--- config.mk ---
export PLATFORM = sky130hd
export DESIGN_NAME = asf_tx_formatter
export DESIGN_NICKNAME = d
export VERILOG_FILES = /design/src/core/asf_pkg.sv /design/src/core/asf_speed_decode.sv /design/src/core/asf_pad_mask.sv /design/src/core/asf_tx_formatter.sv
export SDC_FILE = /design/constraint.sdc
export NUM_CORES = 1
export LEC_CHECK = 0
export BUFFER_PORTS_ARGS = -buffer_cell sky130_fd_sc_hd__clkbuf_2
export CAP_MARGIN = 5
export CORE_ASPECT_RATIO = 0.7
export CORE_MARGIN = 4
export CORE_UTILIZATION = 45
export DETAILED_ROUTE_END_ITERATION = 10
export GPL_ROUTABILITY_DRIVEN = 0
export PLACE_DENSITY = 0.65
export SLEW_MARGIN = 0
export SYNTH_ARGS = -nofsm -noshare
export SYNTH_HDL_FRONTEND = slang
export SYNTH_SLANG_ARGS = --single-unit
--- constraint.sdc ---
create_clock -name CLOCK -period 3.25 [get_ports CLOCK]
set_clock_uncertainty 0.1 [all_clocks]
set_input_delay 0.65 -clock CLOCK [delete_from_list [all_inputs] [get_ports CLOCK]]
set_output_delay 0.65 -clock CLOCK [all_outputs]
set_load 0.05 [all_outputs]
--- src/core/asf_pkg.sv ---
// Shared constants for the asynchronous response and stream transmit formatter
package asf_pkg;

   // ----------------------------------------------------------------
   // Transaction codes and fixed field values
   // ----------------------------------------------------------------
   localparam logic [3:0] TC_QUAD_RESP = 4'h6;
   localparam logic [3:0] TC_BLOCK_RESP = 4'h7;
   localparam logic [3:0] TC_LOCK_RESP = 4'hb;
   localparam logic [3:0] TC_STREAM = 4'ha;
   localparam logic [1:0] RETRY_X = 2'b01;
   localparam logic [9:0] BUS_LOCAL = 10'h3ff;
   localparam logic [3:0] PRIORITY_ZERO = 4'h0;

   // ----------------------------------------------------------------
   // Speed codes and link rate encodings
   // ----------------------------------------------------------------
   localparam logic [2:0] SPD_100 = 3'h0;
   localparam logic [2:0] SPD_200 = 3'h1;
   localparam logic [2:0] SPD_400 = 3'h2;
   localparam logic [1:0] RATE_100 = 2'h0;
   localparam logic [1:0] RATE_200 = 2'h1;
   localparam logic [1:0] RATE_400 = 2'h2;

   // ----------------------------------------------------------------
   // Internal transmit format: field positions
   // ----------------------------------------------------------------
   localparam int Q0_SRCSEL = 23;
   localparam int Q0_SPD_LSB = 16;
   localparam int Q0_TRANSACTION_LABEL_LSB = 10;
   localparam int Q0_RT_LSB = 8;
   localparam int Q0_TCODE_LSB = 4;
   localparam int Q0_TAG_LSB = 14;
   localparam int Q0_CHAN_LSB = 8;
   localparam int Q0_SYNC_LSB = 0;
   localparam int Q1_TARGET_LSB = 16;
   localparam int Q1_RESPONSE_CODE_LSB = 12;
   localparam int LEN_LSB = 16;

   // ----------------------------------------------------------------
   // Register map
   // ----------------------------------------------------------------
   localparam logic [7:0] OFS_CTRL = 8'h00;
   localparam logic [7:0] OFS_NODE = 8'h04;
   localparam logic [7:0] OFS_STAT = 8'h08;
   localparam logic [7:0] OFS_COUNT = 8'h0c;
   localparam int CTRL_ENABLE = 0;
   localparam int CTRL_RETRY_SUB = 1;
   localparam logic [1:0] CTRL_RESET = 2'h1;
   localparam int STAT_BUSY = 0;
   localparam int STAT_BAD_SPEED = 1;
   localparam int STAT_BAD_LOCK = 2;
   localparam int STAT_BAD_TCODE = 3;
   localparam int STAT_LOCK_LSB = 16;

endpackage

--- src/core/asf_speed_decode.sv ---
// Speed code decoder: maps the 3-bit code to a link rate, flags reserved codes
`timescale 1ns/1ps
module asf_speed_decode (
   input wire logic [2:0] speed_code,
   output logic [1:0] rate,
   output logic reserved
);
   always_comb begin
      reserved = 1'b0;
      case (speed_code)
         asf_pkg::SPD_100: rate = asf_pkg::RATE_100;
         asf_pkg::SPD_200: rate = asf_pkg::RATE_200;
         asf_pkg::SPD_400: rate = asf_pkg::RATE_400;
         default: begin
            // Reserved code: fall back to the slowest rate
            rate = asf_pkg::RATE_100;
            reserved = 1'b1;
         end
      endcase
   end
endmodule // asf_speed_decode

--- src/core/asf_pad_mask.sv ---
// Zero padding of the final payload quadlet
`timescale 1ns/1ps
module asf_pad_mask (
   input wire logic [31:0] data_in,
   input wire logic is_last,
   input wire logic [1:0] len_low,
   output logic [31:0] data_out
);
   always_comb begin
      data_out = data_in;
      if (is_last) begin
         case (len_low)
            2'h1: data_out = {data_in[31:24], 24'h000000};
            2'h2: data_out = {data_in[31:16], 16'h0000};
            2'h3: data_out = {data_in[31:8], 8'h00};
            default: data_out = data_in;
         endcase
      end
   end
endmodule // asf_pad_mask

--- src/core/asf_tx_formatter.sv ---
// Transmit formatter for asynchronous responses and asynchronous stream packets
//
// Decided for this implementation: the register addresses and the APB slave port.
`timescale 1ns/1ps
module asf_tx_formatter (
   input wire logic CLOCK,
   input wire logic RST_B,
   input wire logic PSEL,
   input wire logic PENABLE,
   input wire logic PWRITE,
   input wire logic [7:0] PADDR,
   input wire logic [31:0] PWDATA,
   output logic [31:0] PRDATA,
   output logic PREADY,
   output logic PSLVERR,
   input wire logic TXF_VALID,
   input wire logic [31:0] TXF_DATA,
   output logic TXF_READY,
   output logic ARB_REQ,
   input wire logic ARB_GRANT,
   output logic LNK_VALID,
   output logic [31:0] LNK_DATA,
   output logic LNK_LAST,
   output logic [1:0] LNK_SPEED,
   input wire logic LNK_READY
);

   // ----------------------------------------------------------------
   // State
   // ----------------------------------------------------------------
   typedef enum logic [4:0] {
      ST_IDLE = 5'h01,
      ST_HDR = 5'h02,
      ST_ARB = 5'h04,
      ST_SEND = 5'h08,
      ST_DATA = 5'h10
   } asf_state_e;

   asf_state_e state_reg, state_next;
   logic [31:0] hdr_reg [0:3];
   logic [31:0] hdr_next [0:3];
   logic [1:0] idx_reg, idx_next;
   logic [14:0] rem_reg, rem_next;
   logic [1:0] ctrl_reg, ctrl_next;
   logic [15:0] node_reg, node_next;
   logic [3:0] sticky_reg, sticky_next;
   logic [15:0] lock_reg, lock_next;
   logic [31:0] count_reg, count_next;
   logic txf_ready_reg, txf_ready_next;
   logic arb_req_reg, arb_req_next;
   logic out_valid_reg, out_valid_next;
   logic [31:0] out_data_reg, out_data_next;
   logic out_last_reg, out_last_next;
   logic skid_valid_reg, skid_valid_next;
   logic [31:0] skid_data_reg, skid_data_next;
   logic skid_last_reg, skid_last_next;
   logic [1:0] speed_reg, speed_next;
   logic pready_reg, pready_next;
   logic pslverr_reg, pslverr_next;
   logic [31:0] prdata_reg, prdata_next;

   // ----------------------------------------------------------------
   // Header field views
   // ----------------------------------------------------------------
   logic [3:0] tcode;
   logic is_stream;
   logic is_lock;
   logic is_block;
   logic is_quad;
   logic [1:0] hdr_last;
   logic [1:0] wire_last;
   logic [15:0] len;
   logic [14:0] quads;
   logic [15:0] lock_code;
   logic [1:0] retry;
   logic [15:0] source_id;
   logic [31:0] wire_word;
   logic [1:0] rate;
   logic speed_bad;
   logic [31:0] padded;
   logic fifo_take;
   logic can_push;
   logic push;
   logic [31:0] push_data;
   logic push_last;
   logic pop;
   logic apb_access;
   logic apb_write;
   logic apb_hit;
   logic [31:0] apb_rdata;

   assign tcode = hdr_reg[0][asf_pkg::Q0_TCODE_LSB +: 4];
   assign is_stream = (tcode == asf_pkg::TC_STREAM);
   assign is_lock = (tcode == asf_pkg::TC_LOCK_RESP);
   assign is_block = (tcode == asf_pkg::TC_BLOCK_RESP);
   assign is_quad = !(is_stream || is_lock || is_block);
   // Stream carries two internal header quadlets, responses four
   assign hdr_last = is_stream ? 2'h1 : 2'h3;
   // Stream header goes out as one quadlet; the length word is folded into it
   assign wire_last = is_stream ? 2'h0 : 2'h3;
   assign len = is_stream ? hdr_reg[1][asf_pkg::LEN_LSB +: 16] :
      (is_quad ? 16'h0000 : hdr_reg[3][asf_pkg::LEN_LSB +: 16]);
   assign quads = 15'((17'(len) + 17'h3) >> 2);
   assign lock_code = is_lock ? hdr_reg[3][15:0] : 16'h0000;
   assign retry = ctrl_reg[asf_pkg::CTRL_RETRY_SUB] ? asf_pkg::RETRY_X :
      hdr_reg[0][asf_pkg::Q0_RT_LSB +: 2];
   assign source_id = {(hdr_reg[0][asf_pkg::Q0_SRCSEL] ? node_reg[15:6] :
      asf_pkg::BUS_LOCAL), node_reg[5:0]};
   assign fifo_take = TXF_VALID && txf_ready_reg;
   assign can_push = !skid_valid_reg;
   assign pop = out_valid_reg && LNK_READY;

   asf_speed_decode u_speed (
      .speed_code(hdr_reg[0][asf_pkg::Q0_SPD_LSB +: 3]),
      .rate(rate),
      .reserved(speed_bad)
   );

   asf_pad_mask u_pad (
      .data_in(TXF_DATA),
      .is_last(rem_reg == 15'h0001),
      .len_low(len[1:0]),
      .data_out(padded)
   );

   // ----------------------------------------------------------------
   // Wire header assembly
   // ----------------------------------------------------------------
   always_comb begin
      wire_word = hdr_reg[idx_reg];
      if (is_stream) begin
         wire_word = {len, hdr_reg[0][asf_pkg::Q0_TAG_LSB +: 2],
            hdr_reg[0][asf_pkg::Q0_CHAN_LSB +: 6], tcode,
            hdr_reg[0][asf_pkg::Q0_SYNC_LSB +: 4]};
      end else begin
         case (idx_reg)
            2'h0: wire_word = {hdr_reg[1][asf_pkg::Q1_TARGET_LSB +: 16],
               hdr_reg[0][asf_pkg::Q0_TRANSACTION_LABEL_LSB +: 6], retry, tcode,
               asf_pkg::PRIORITY_ZERO};
            2'h1: wire_word = {source_id,
               hdr_reg[1][asf_pkg::Q1_RESPONSE_CODE_LSB +: 4], hdr_reg[1][11:0]};
            2'h2: wire_word = hdr_reg[2];
            default: wire_word = is_quad ? hdr_reg[3] : {len, lock_code};
         endcase
      end
   end

   // ----------------------------------------------------------------
   // Packet sequencer and output stage
   // ----------------------------------------------------------------
   always_comb begin
      state_next = state_reg;
      for (int i = 0; i < 4; i++) begin
         hdr_next[i] = hdr_reg[i];
      end
      idx_next = idx_reg;
      rem_next = rem_reg;
      arb_req_next = arb_req_reg;
      speed_next = speed_reg;
      count_next = count_reg;
      lock_next = lock_reg;
      // Events of this cycle only; merged with the held flags below
      sticky_next = 4'h0;
      push = 1'b0;
      push_data = 32'h00000000;
      push_last = 1'b0;
      case (state_reg)
         ST_IDLE: begin
            if (fifo_take) begin
               hdr_next[0] = TXF_DATA;
               idx_next = 2'h1;
               state_next = ST_HDR;
            end
         end
         ST_HDR: begin
            if (fifo_take) begin
               hdr_next[idx_reg] = TXF_DATA;
               if (idx_reg == hdr_last) begin
                  idx_next = 2'h0;
                  state_next = ST_ARB;
               end else begin
                  idx_next = idx_reg + 2'h1;
               end
            end
         end
         ST_ARB: begin
            // Link drains first so the rate never changes under a packet
            if (!out_valid_reg) begin
               arb_req_next = 1'b1;
            end
            if (arb_req_reg && ARB_GRANT) begin
               arb_req_next = 1'b0;
               speed_next = rate;
               rem_next = quads;
               if (is_lock) begin
                  lock_next = hdr_reg[3][15:0];
               end
               sticky_next[asf_pkg::STAT_BAD_SPEED] = sticky_next[asf_pkg::STAT_BAD_SPEED]
                  | speed_bad;
               sticky_next[asf_pkg::STAT_BAD_LOCK] = sticky_next[asf_pkg::STAT_BAD_LOCK]
                  | (!is_lock && !is_quad && !is_stream && (hdr_reg[3][15:0] != 16'h0000));
               sticky_next[asf_pkg::STAT_BAD_TCODE] = sticky_next[asf_pkg::STAT_BAD_TCODE]
                  | (is_quad && (tcode != asf_pkg::TC_QUAD_RESP));
               state_next = ST_SEND;
            end
         end
         ST_SEND: begin
            if (can_push) begin
               push = 1'b1;
               push_data = wire_word;
               push_last = (idx_reg == wire_last) && (rem_reg == 15'h0000);
               if (idx_reg == wire_last) begin
                  idx_next = 2'h0;
                  // Payload follows the header with no idle slot
                  state_next = (rem_reg == 15'h0000) ? ST_IDLE : ST_DATA;
                  if (rem_reg == 15'h0000) begin
                     count_next = count_reg + 32'h00000001;
                  end
               end else begin
                  idx_next = idx_reg + 2'h1;
               end
            end
         end
         ST_DATA: begin
            if (fifo_take) begin
               push = 1'b1;
               push_data = padded;
               push_last = (rem_reg == 15'h0001);
               rem_next = rem_reg - 15'h0001;
               if (rem_reg == 15'h0001) begin
                  state_next = ST_IDLE;
                  count_next = count_reg + 32'h00000001;
               end
            end
         end
         default: state_next = ST_IDLE;
      endcase

      // Two-slot output: registered fifo ready lands one word late, the skid holds it
      out_valid_next = out_valid_reg;
      out_data_next = out_data_reg;
      out_last_next = out_last_reg;
      skid_valid_next = skid_valid_reg;
      skid_data_next = skid_data_reg;
      skid_last_next = skid_last_reg;
      if (pop) begin
         out_valid_next = skid_valid_reg;
         out_data_next = skid_data_reg;
         out_last_next = skid_last_reg;
         skid_valid_next = 1'b0;
      end
      if (push) begin
         if (!out_valid_next) begin
            out_valid_next = 1'b1;
            out_data_next = push_data;
            out_last_next = push_last;
         end else begin
            skid_valid_next = 1'b1;
            skid_data_next = push_data;
            skid_last_next = push_last;
         end
      end

      txf_ready_next = ((state_next == ST_IDLE) && ctrl_reg[asf_pkg::CTRL_ENABLE])
         || (state_next == ST_HDR)
         || ((state_next == ST_DATA) && !skid_valid_next);
   end

   // ----------------------------------------------------------------
   // APB slave
   // ----------------------------------------------------------------
   assign apb_access = PSEL && PENABLE && !pready_reg;
   assign apb_write = PSEL && PENABLE && pready_reg && PWRITE && !pslverr_reg;

   always_comb begin
      apb_hit = 1'b1;
      case (PADDR)
         asf_pkg::OFS_CTRL: apb_rdata = {30'h00000000, ctrl_reg};
         asf_pkg::OFS_NODE: apb_rdata = {16'h0000, node_reg};
         asf_pkg::OFS_STAT: apb_rdata = {lock_reg, 12'h000, sticky_reg[3:1],
            (state_reg != ST_IDLE) || out_valid_reg};
         asf_pkg::OFS_COUNT: apb_rdata = count_reg;
         default: begin
            apb_rdata = 32'h00000000;
            apb_hit = 1'b0;
         end
      endcase
      pready_next = apb_access;
      pslverr_next = apb_access && !apb_hit;
      prdata_next = (apb_access && !PWRITE) ? apb_rdata : 32'h00000000;
      ctrl_next = ctrl_reg;
      node_next = node_reg;
      if (apb_write && (PADDR == asf_pkg::OFS_CTRL)) begin
         ctrl_next = PWDATA[1:0];
      end
      if (apb_write && (PADDR == asf_pkg::OFS_NODE)) begin
         node_next = PWDATA[15:0];
      end
   end

   // Write-one-to-clear on sticky flags; a same-cycle set survives
   logic [3:0] sticky_final;
   always_comb begin
      sticky_final = sticky_reg | sticky_next;
      if (apb_write && (PADDR == asf_pkg::OFS_STAT)) begin
         sticky_final = (sticky_reg & ~PWDATA[3:0]) | sticky_next;
      end
   end

   // ----------------------------------------------------------------
   // Registers
   // ----------------------------------------------------------------
   always_ff @(posedge CLOCK) begin
      if (!RST_B) begin
         state_reg <= ST_IDLE;
         for (int i = 0; i < 4; i++) begin
            hdr_reg[i] <= 32'h00000000;
         end
         idx_reg <= 2'h0;
         rem_reg <= 15'h0000;
         ctrl_reg <= asf_pkg::CTRL_RESET;
         node_reg <= 16'h0000;
         sticky_reg <= 4'h0;
         lock_reg <= 16'h0000;
         count_reg <= 32'h00000000;
         txf_ready_reg <= 1'b0;
         arb_req_reg <= 1'b0;
         out_valid_reg <= 1'b0;
         out_data_reg <= 32'h00000000;
         out_last_reg <= 1'b0;
         skid_valid_reg <= 1'b0;
         skid_data_reg <= 32'h00000000;
         skid_last_reg <= 1'b0;
         speed_reg <= asf_pkg::RATE_100;
         pready_reg <= 1'b0;
         pslverr_reg <= 1'b0;
         prdata_reg <= 32'h00000000;
      end else begin
         state_reg <= state_next;
         for (int i = 0; i < 4; i++) begin
            hdr_reg[i] <= hdr_next[i];
         end
         idx_reg <= idx_next;
         rem_reg <= rem_next;
         ctrl_reg <= ctrl_next;
         node_reg <= node_next;
         sticky_reg <= sticky_final;
         lock_reg <= lock_next;
         count_reg <= count_next;
         txf_ready_reg <= txf_ready_next;
         arb_req_reg <= arb_req_next;
         out_valid_reg <= out_valid_next;
         out_data_reg <= out_data_next;
         out_last_reg <= out_last_next;
         skid_valid_reg <= skid_valid_next;
         skid_data_reg <= skid_data_next;
         skid_last_reg <= skid_last_next;
         speed_reg <= speed_next;
         pready_reg <= pready_next;
         pslverr_reg <= pslverr_next;
         prdata_reg <= prdata_next;
      end
   end

   assign PRDATA = prdata_reg;
   assign PREADY = pready_reg;
   assign PSLVERR = pslverr_reg;
   assign TXF_READY = txf_ready_reg;
   assign ARB_REQ = arb_req_reg;
   assign LNK_VALID = out_valid_reg;
   assign LNK_DATA = out_data_reg;
   assign LNK_LAST = out_last_reg;
   assign LNK_SPEED = speed_reg;

endmodule // asf_tx_formatter

==> flow_summary.yaml <==
layout:
  drive_above_1_share_pct: 14.16
  n_antenna_cell: 0
  instances_no_fill: 2391
  area_growth_pct: 14.91
  largest_reg_flops: 116
  fillCellCount: 3049
  final_nets: 2035
sta:
  max_freq_mhz: 331.9
  slew_violations: 0
  setup-tns-final_ns: 0
  tightest_slew_ns: 0.9054
  worst_slack_ns: 0.2370
  setup_violations: 0
  rsz0062_at_grt: "no"
  max_slew_margin_pct: 39.64
  finalHoldViolCount: 0
  finalCriticalPeriod_ns: 3.013
  period_share_pct: 92.71
die:
  fp.dieArea_um2: 35210
  initial_utilization_pct: 46.07
  design.portCount: 152
  core_area_um2: 31490
  die_w_um: 222.6
  die_y_um: 158.2
  num_rows: 54
yosys:
  mappedNetlistArea_um2: 14500
  synth_seq_cells: 313
  syn_nets: 1957
  synth_edf_count: 0
  yosys_warnings: 0
  synth-main-ff-cell: "dfxtp_1"
  ys_top_cells_by_area: "dfxtp_1 (43%), nand2_1 (11%), a21oi_1 (7.8%)"
  syn_area_per_cell_um2: 7.764
  async_flop_share_pct: 0
  synthCells: 1868
  yosys.area.top_type_share_pct: 43.20
  synth_cell_type_count: 74
  ys_seq_area_share_pct: 43.20
  synth_area_leader_cell: "dfxtp_1"
grt:
  grt_pass1_wl_um: 73890
  grt_max_degree: 180
  grt.overflow.total: 0
  antenna_found_initial: 4
  grt_pass1_vias: 13100
  grt_usage_pct: 25.90
cts:
  clkSinkCount: 313
  cts_tree: "yes"
  clk_pin_slew_ns: 0.07
  htree_num_levels: 1
  clockBufferDepth: 3
  clockRootBuffer: "clkbuf_16"
  cts_buffers: 31
  worst_skew_pair.late_latency_ns: 0.59
  hold_buffers: 0
worst_setup_path:
  max_stage_delay_ns: 0.56
  path_class: "flip-flop to flip-flop"
  path_cells: "and4bb_2 -> buf_4 -> o2bb2ai_1 -> o2111ai_1 -> or3b_2 -> mux2_2 -> o221a_2"
  crit_slowest_cell: "or3b_2"
  worstSetupStartpointType: "flip-flop"
  endpoint_kind: "flip-flop"
  critPathMaxFanout: 13
  crit_arrival_ns: 3.39
  cp_data_required_time_ns: 3.62
  cp_num_buf_inv: 1
  crit_family: "simple AND/OR/NAND/NOR gates"
placement:
  dp_hpwl_um: 32740
  port_buffers: 135
  post-place-ws_ns: 0.1887
  place_inst: 2333
routing:
  initialDrtViolationCount: 1772
  vias: 14290
  dr.pass1.iters: 8
  route.detailed.drc: 0
  wire_per_inst_um: 20.00
  ant_nets: 0
  routed_wl_um: 47810
  via_per_inst: 5.978
power_and_ir_drop:
  vdd_drop_max_mv: 0.3414
  power_density_nw_per_um2: 482.4
  p_leak_uw: 0.005872
outcome:
  status: "completed"
hold_path:
  hold_path_class: "input port to flip-flop"
run:
  cap_violations: 0
-- worst paths after layout --
kind	startpoint	end	slack, ns	cells past startpoint
hold / removal	PWDATA[5]	node_reg[5]$_SDFFE_PN0P_	0.18	3
setup reg to reg	hdr_reg[0][6]$_SDFFE_PN0P_	rem_reg[8]$_SDFFE_PN0P_	0.24	7
setup / recovery	hdr_reg[0][6]$_SDFFE_PN0P_	rem_reg[8]$_SDFFE_PN0P_	0.24	7
hold reg to reg	hdr_reg[0][0]$_SDFFE_PN0P_	hdr_reg[0][0]$_SDFFE_PN0P_	0.35	2
-- per-layer routing --
layer  track usage [%]  routed length, um
met5                 0                 66
met4             8.067               1709
met3             5.097               4347
met2             40.14              20640
met1             36.77              21050
-- layout by cell type (no fill, tap or decap), types with 18 or more instances in the layout --
cell type / netlist / layout
a21oi_1: 227 / 227
a22oi_1: 33 / 33
o21ai_0: 82 / 82
nand2_1: 413 / 413
nor2_1: 133 / 132
or3_1: 19 / 19
nand4_1: 26 / 26
dfxtp_1: 313 / 313
nand3_1: 65 / 65
and3_1: 21 / 21
a31oi_1: 37 / 37
clkbuf_2: 1 / 135
buf_4: 0 / 55
inv_1: 18 / 18
mux2i_1: 45 / 45
nor3_1: 28 / 28
a221oi_1: 26 / 26
clkbuf_16: 0 / 31
-- tightest hold or removal path: stages --
cell,delay (ns)
clkbuf_2,0.08
nand2_1,0.04
a21oi_1,0.05
-- through the flow --
stage	hold WS (ns)	power, uW	instance area (um2)	util [%]
floorplan	0.3287	4253	14500	-
global route	0.1788	8279	16670	52.93
finish	0.1805	8039	16670	52.93
detailed placement	0.3435	4449	15630	49.63
global placement	0.3356	4443	15630	49.63
CTS	0.1627	8069	16660	52.92
-- final cells by class --
type	count	area, um2	area share [%]
Timing Repair Buffer	194	1169	7.012
Multi-Input combinational cell	1387	7594	45.56
Clock buffer	41	893.4	5.360
Tap cell	420	525.5	3.153
Inverter	19	76.32	0.4580
Sequential cell	313	6266	37.60
Clock inverter	17	142.6	0.8559
-- cells by family after synthesis --
logic type / count (synthesis) / share of synthesized area [%]
AO/OA/AOI/OAI: 518 / 22.14
XOR/XNOR: 24 / 1.449
buffers and inverters: 168 / 4.512
multiplexers: 53 / 3.804
flip-flops: 313 / 43.20
AND/OR/NAND/NOR: 783 / 24.11
adder cells (fa/ha/maj): 9 / 0.7764
-- synthesized netlist by cell type, drive strengths merged (5+ instances only) --
master	number
ha	9
mux2	7
xor2	17
nor2b	6
nor2	133
a31oi	37
inv	19
nor3	28
nand3	65
nand4	26
or3	20
dfxtp	313
mux2i	45
and2	15
a222oi	11
o21ai	85
a21boi	17
nand2	413
a22oi	33
nand2b	9
clkbuf	136
and3	21
nand3b	5
a21oi	227
xnor2	7
a211oi	9
a22o	8
a221oi	26
a311oi	17
nor3b	6
buf	13
or2	6
nor4	9
-- timing repair --
| action | CTS | global route |
|---|---|---|
| resized for setup | 0 | 2 |
| endpoints found under the setup margin | 0 | 7 |
| setup buffers | 0 | 0 |
-- power by group --
part	total, uW	switching [uW]	internal [uW]
logic	489	338	151
registers	3890	28.2	3860
clock network	3660	1630	2030
total	8040	2000	6040
No activity file was read; power rests on OpenSTA's default activity.
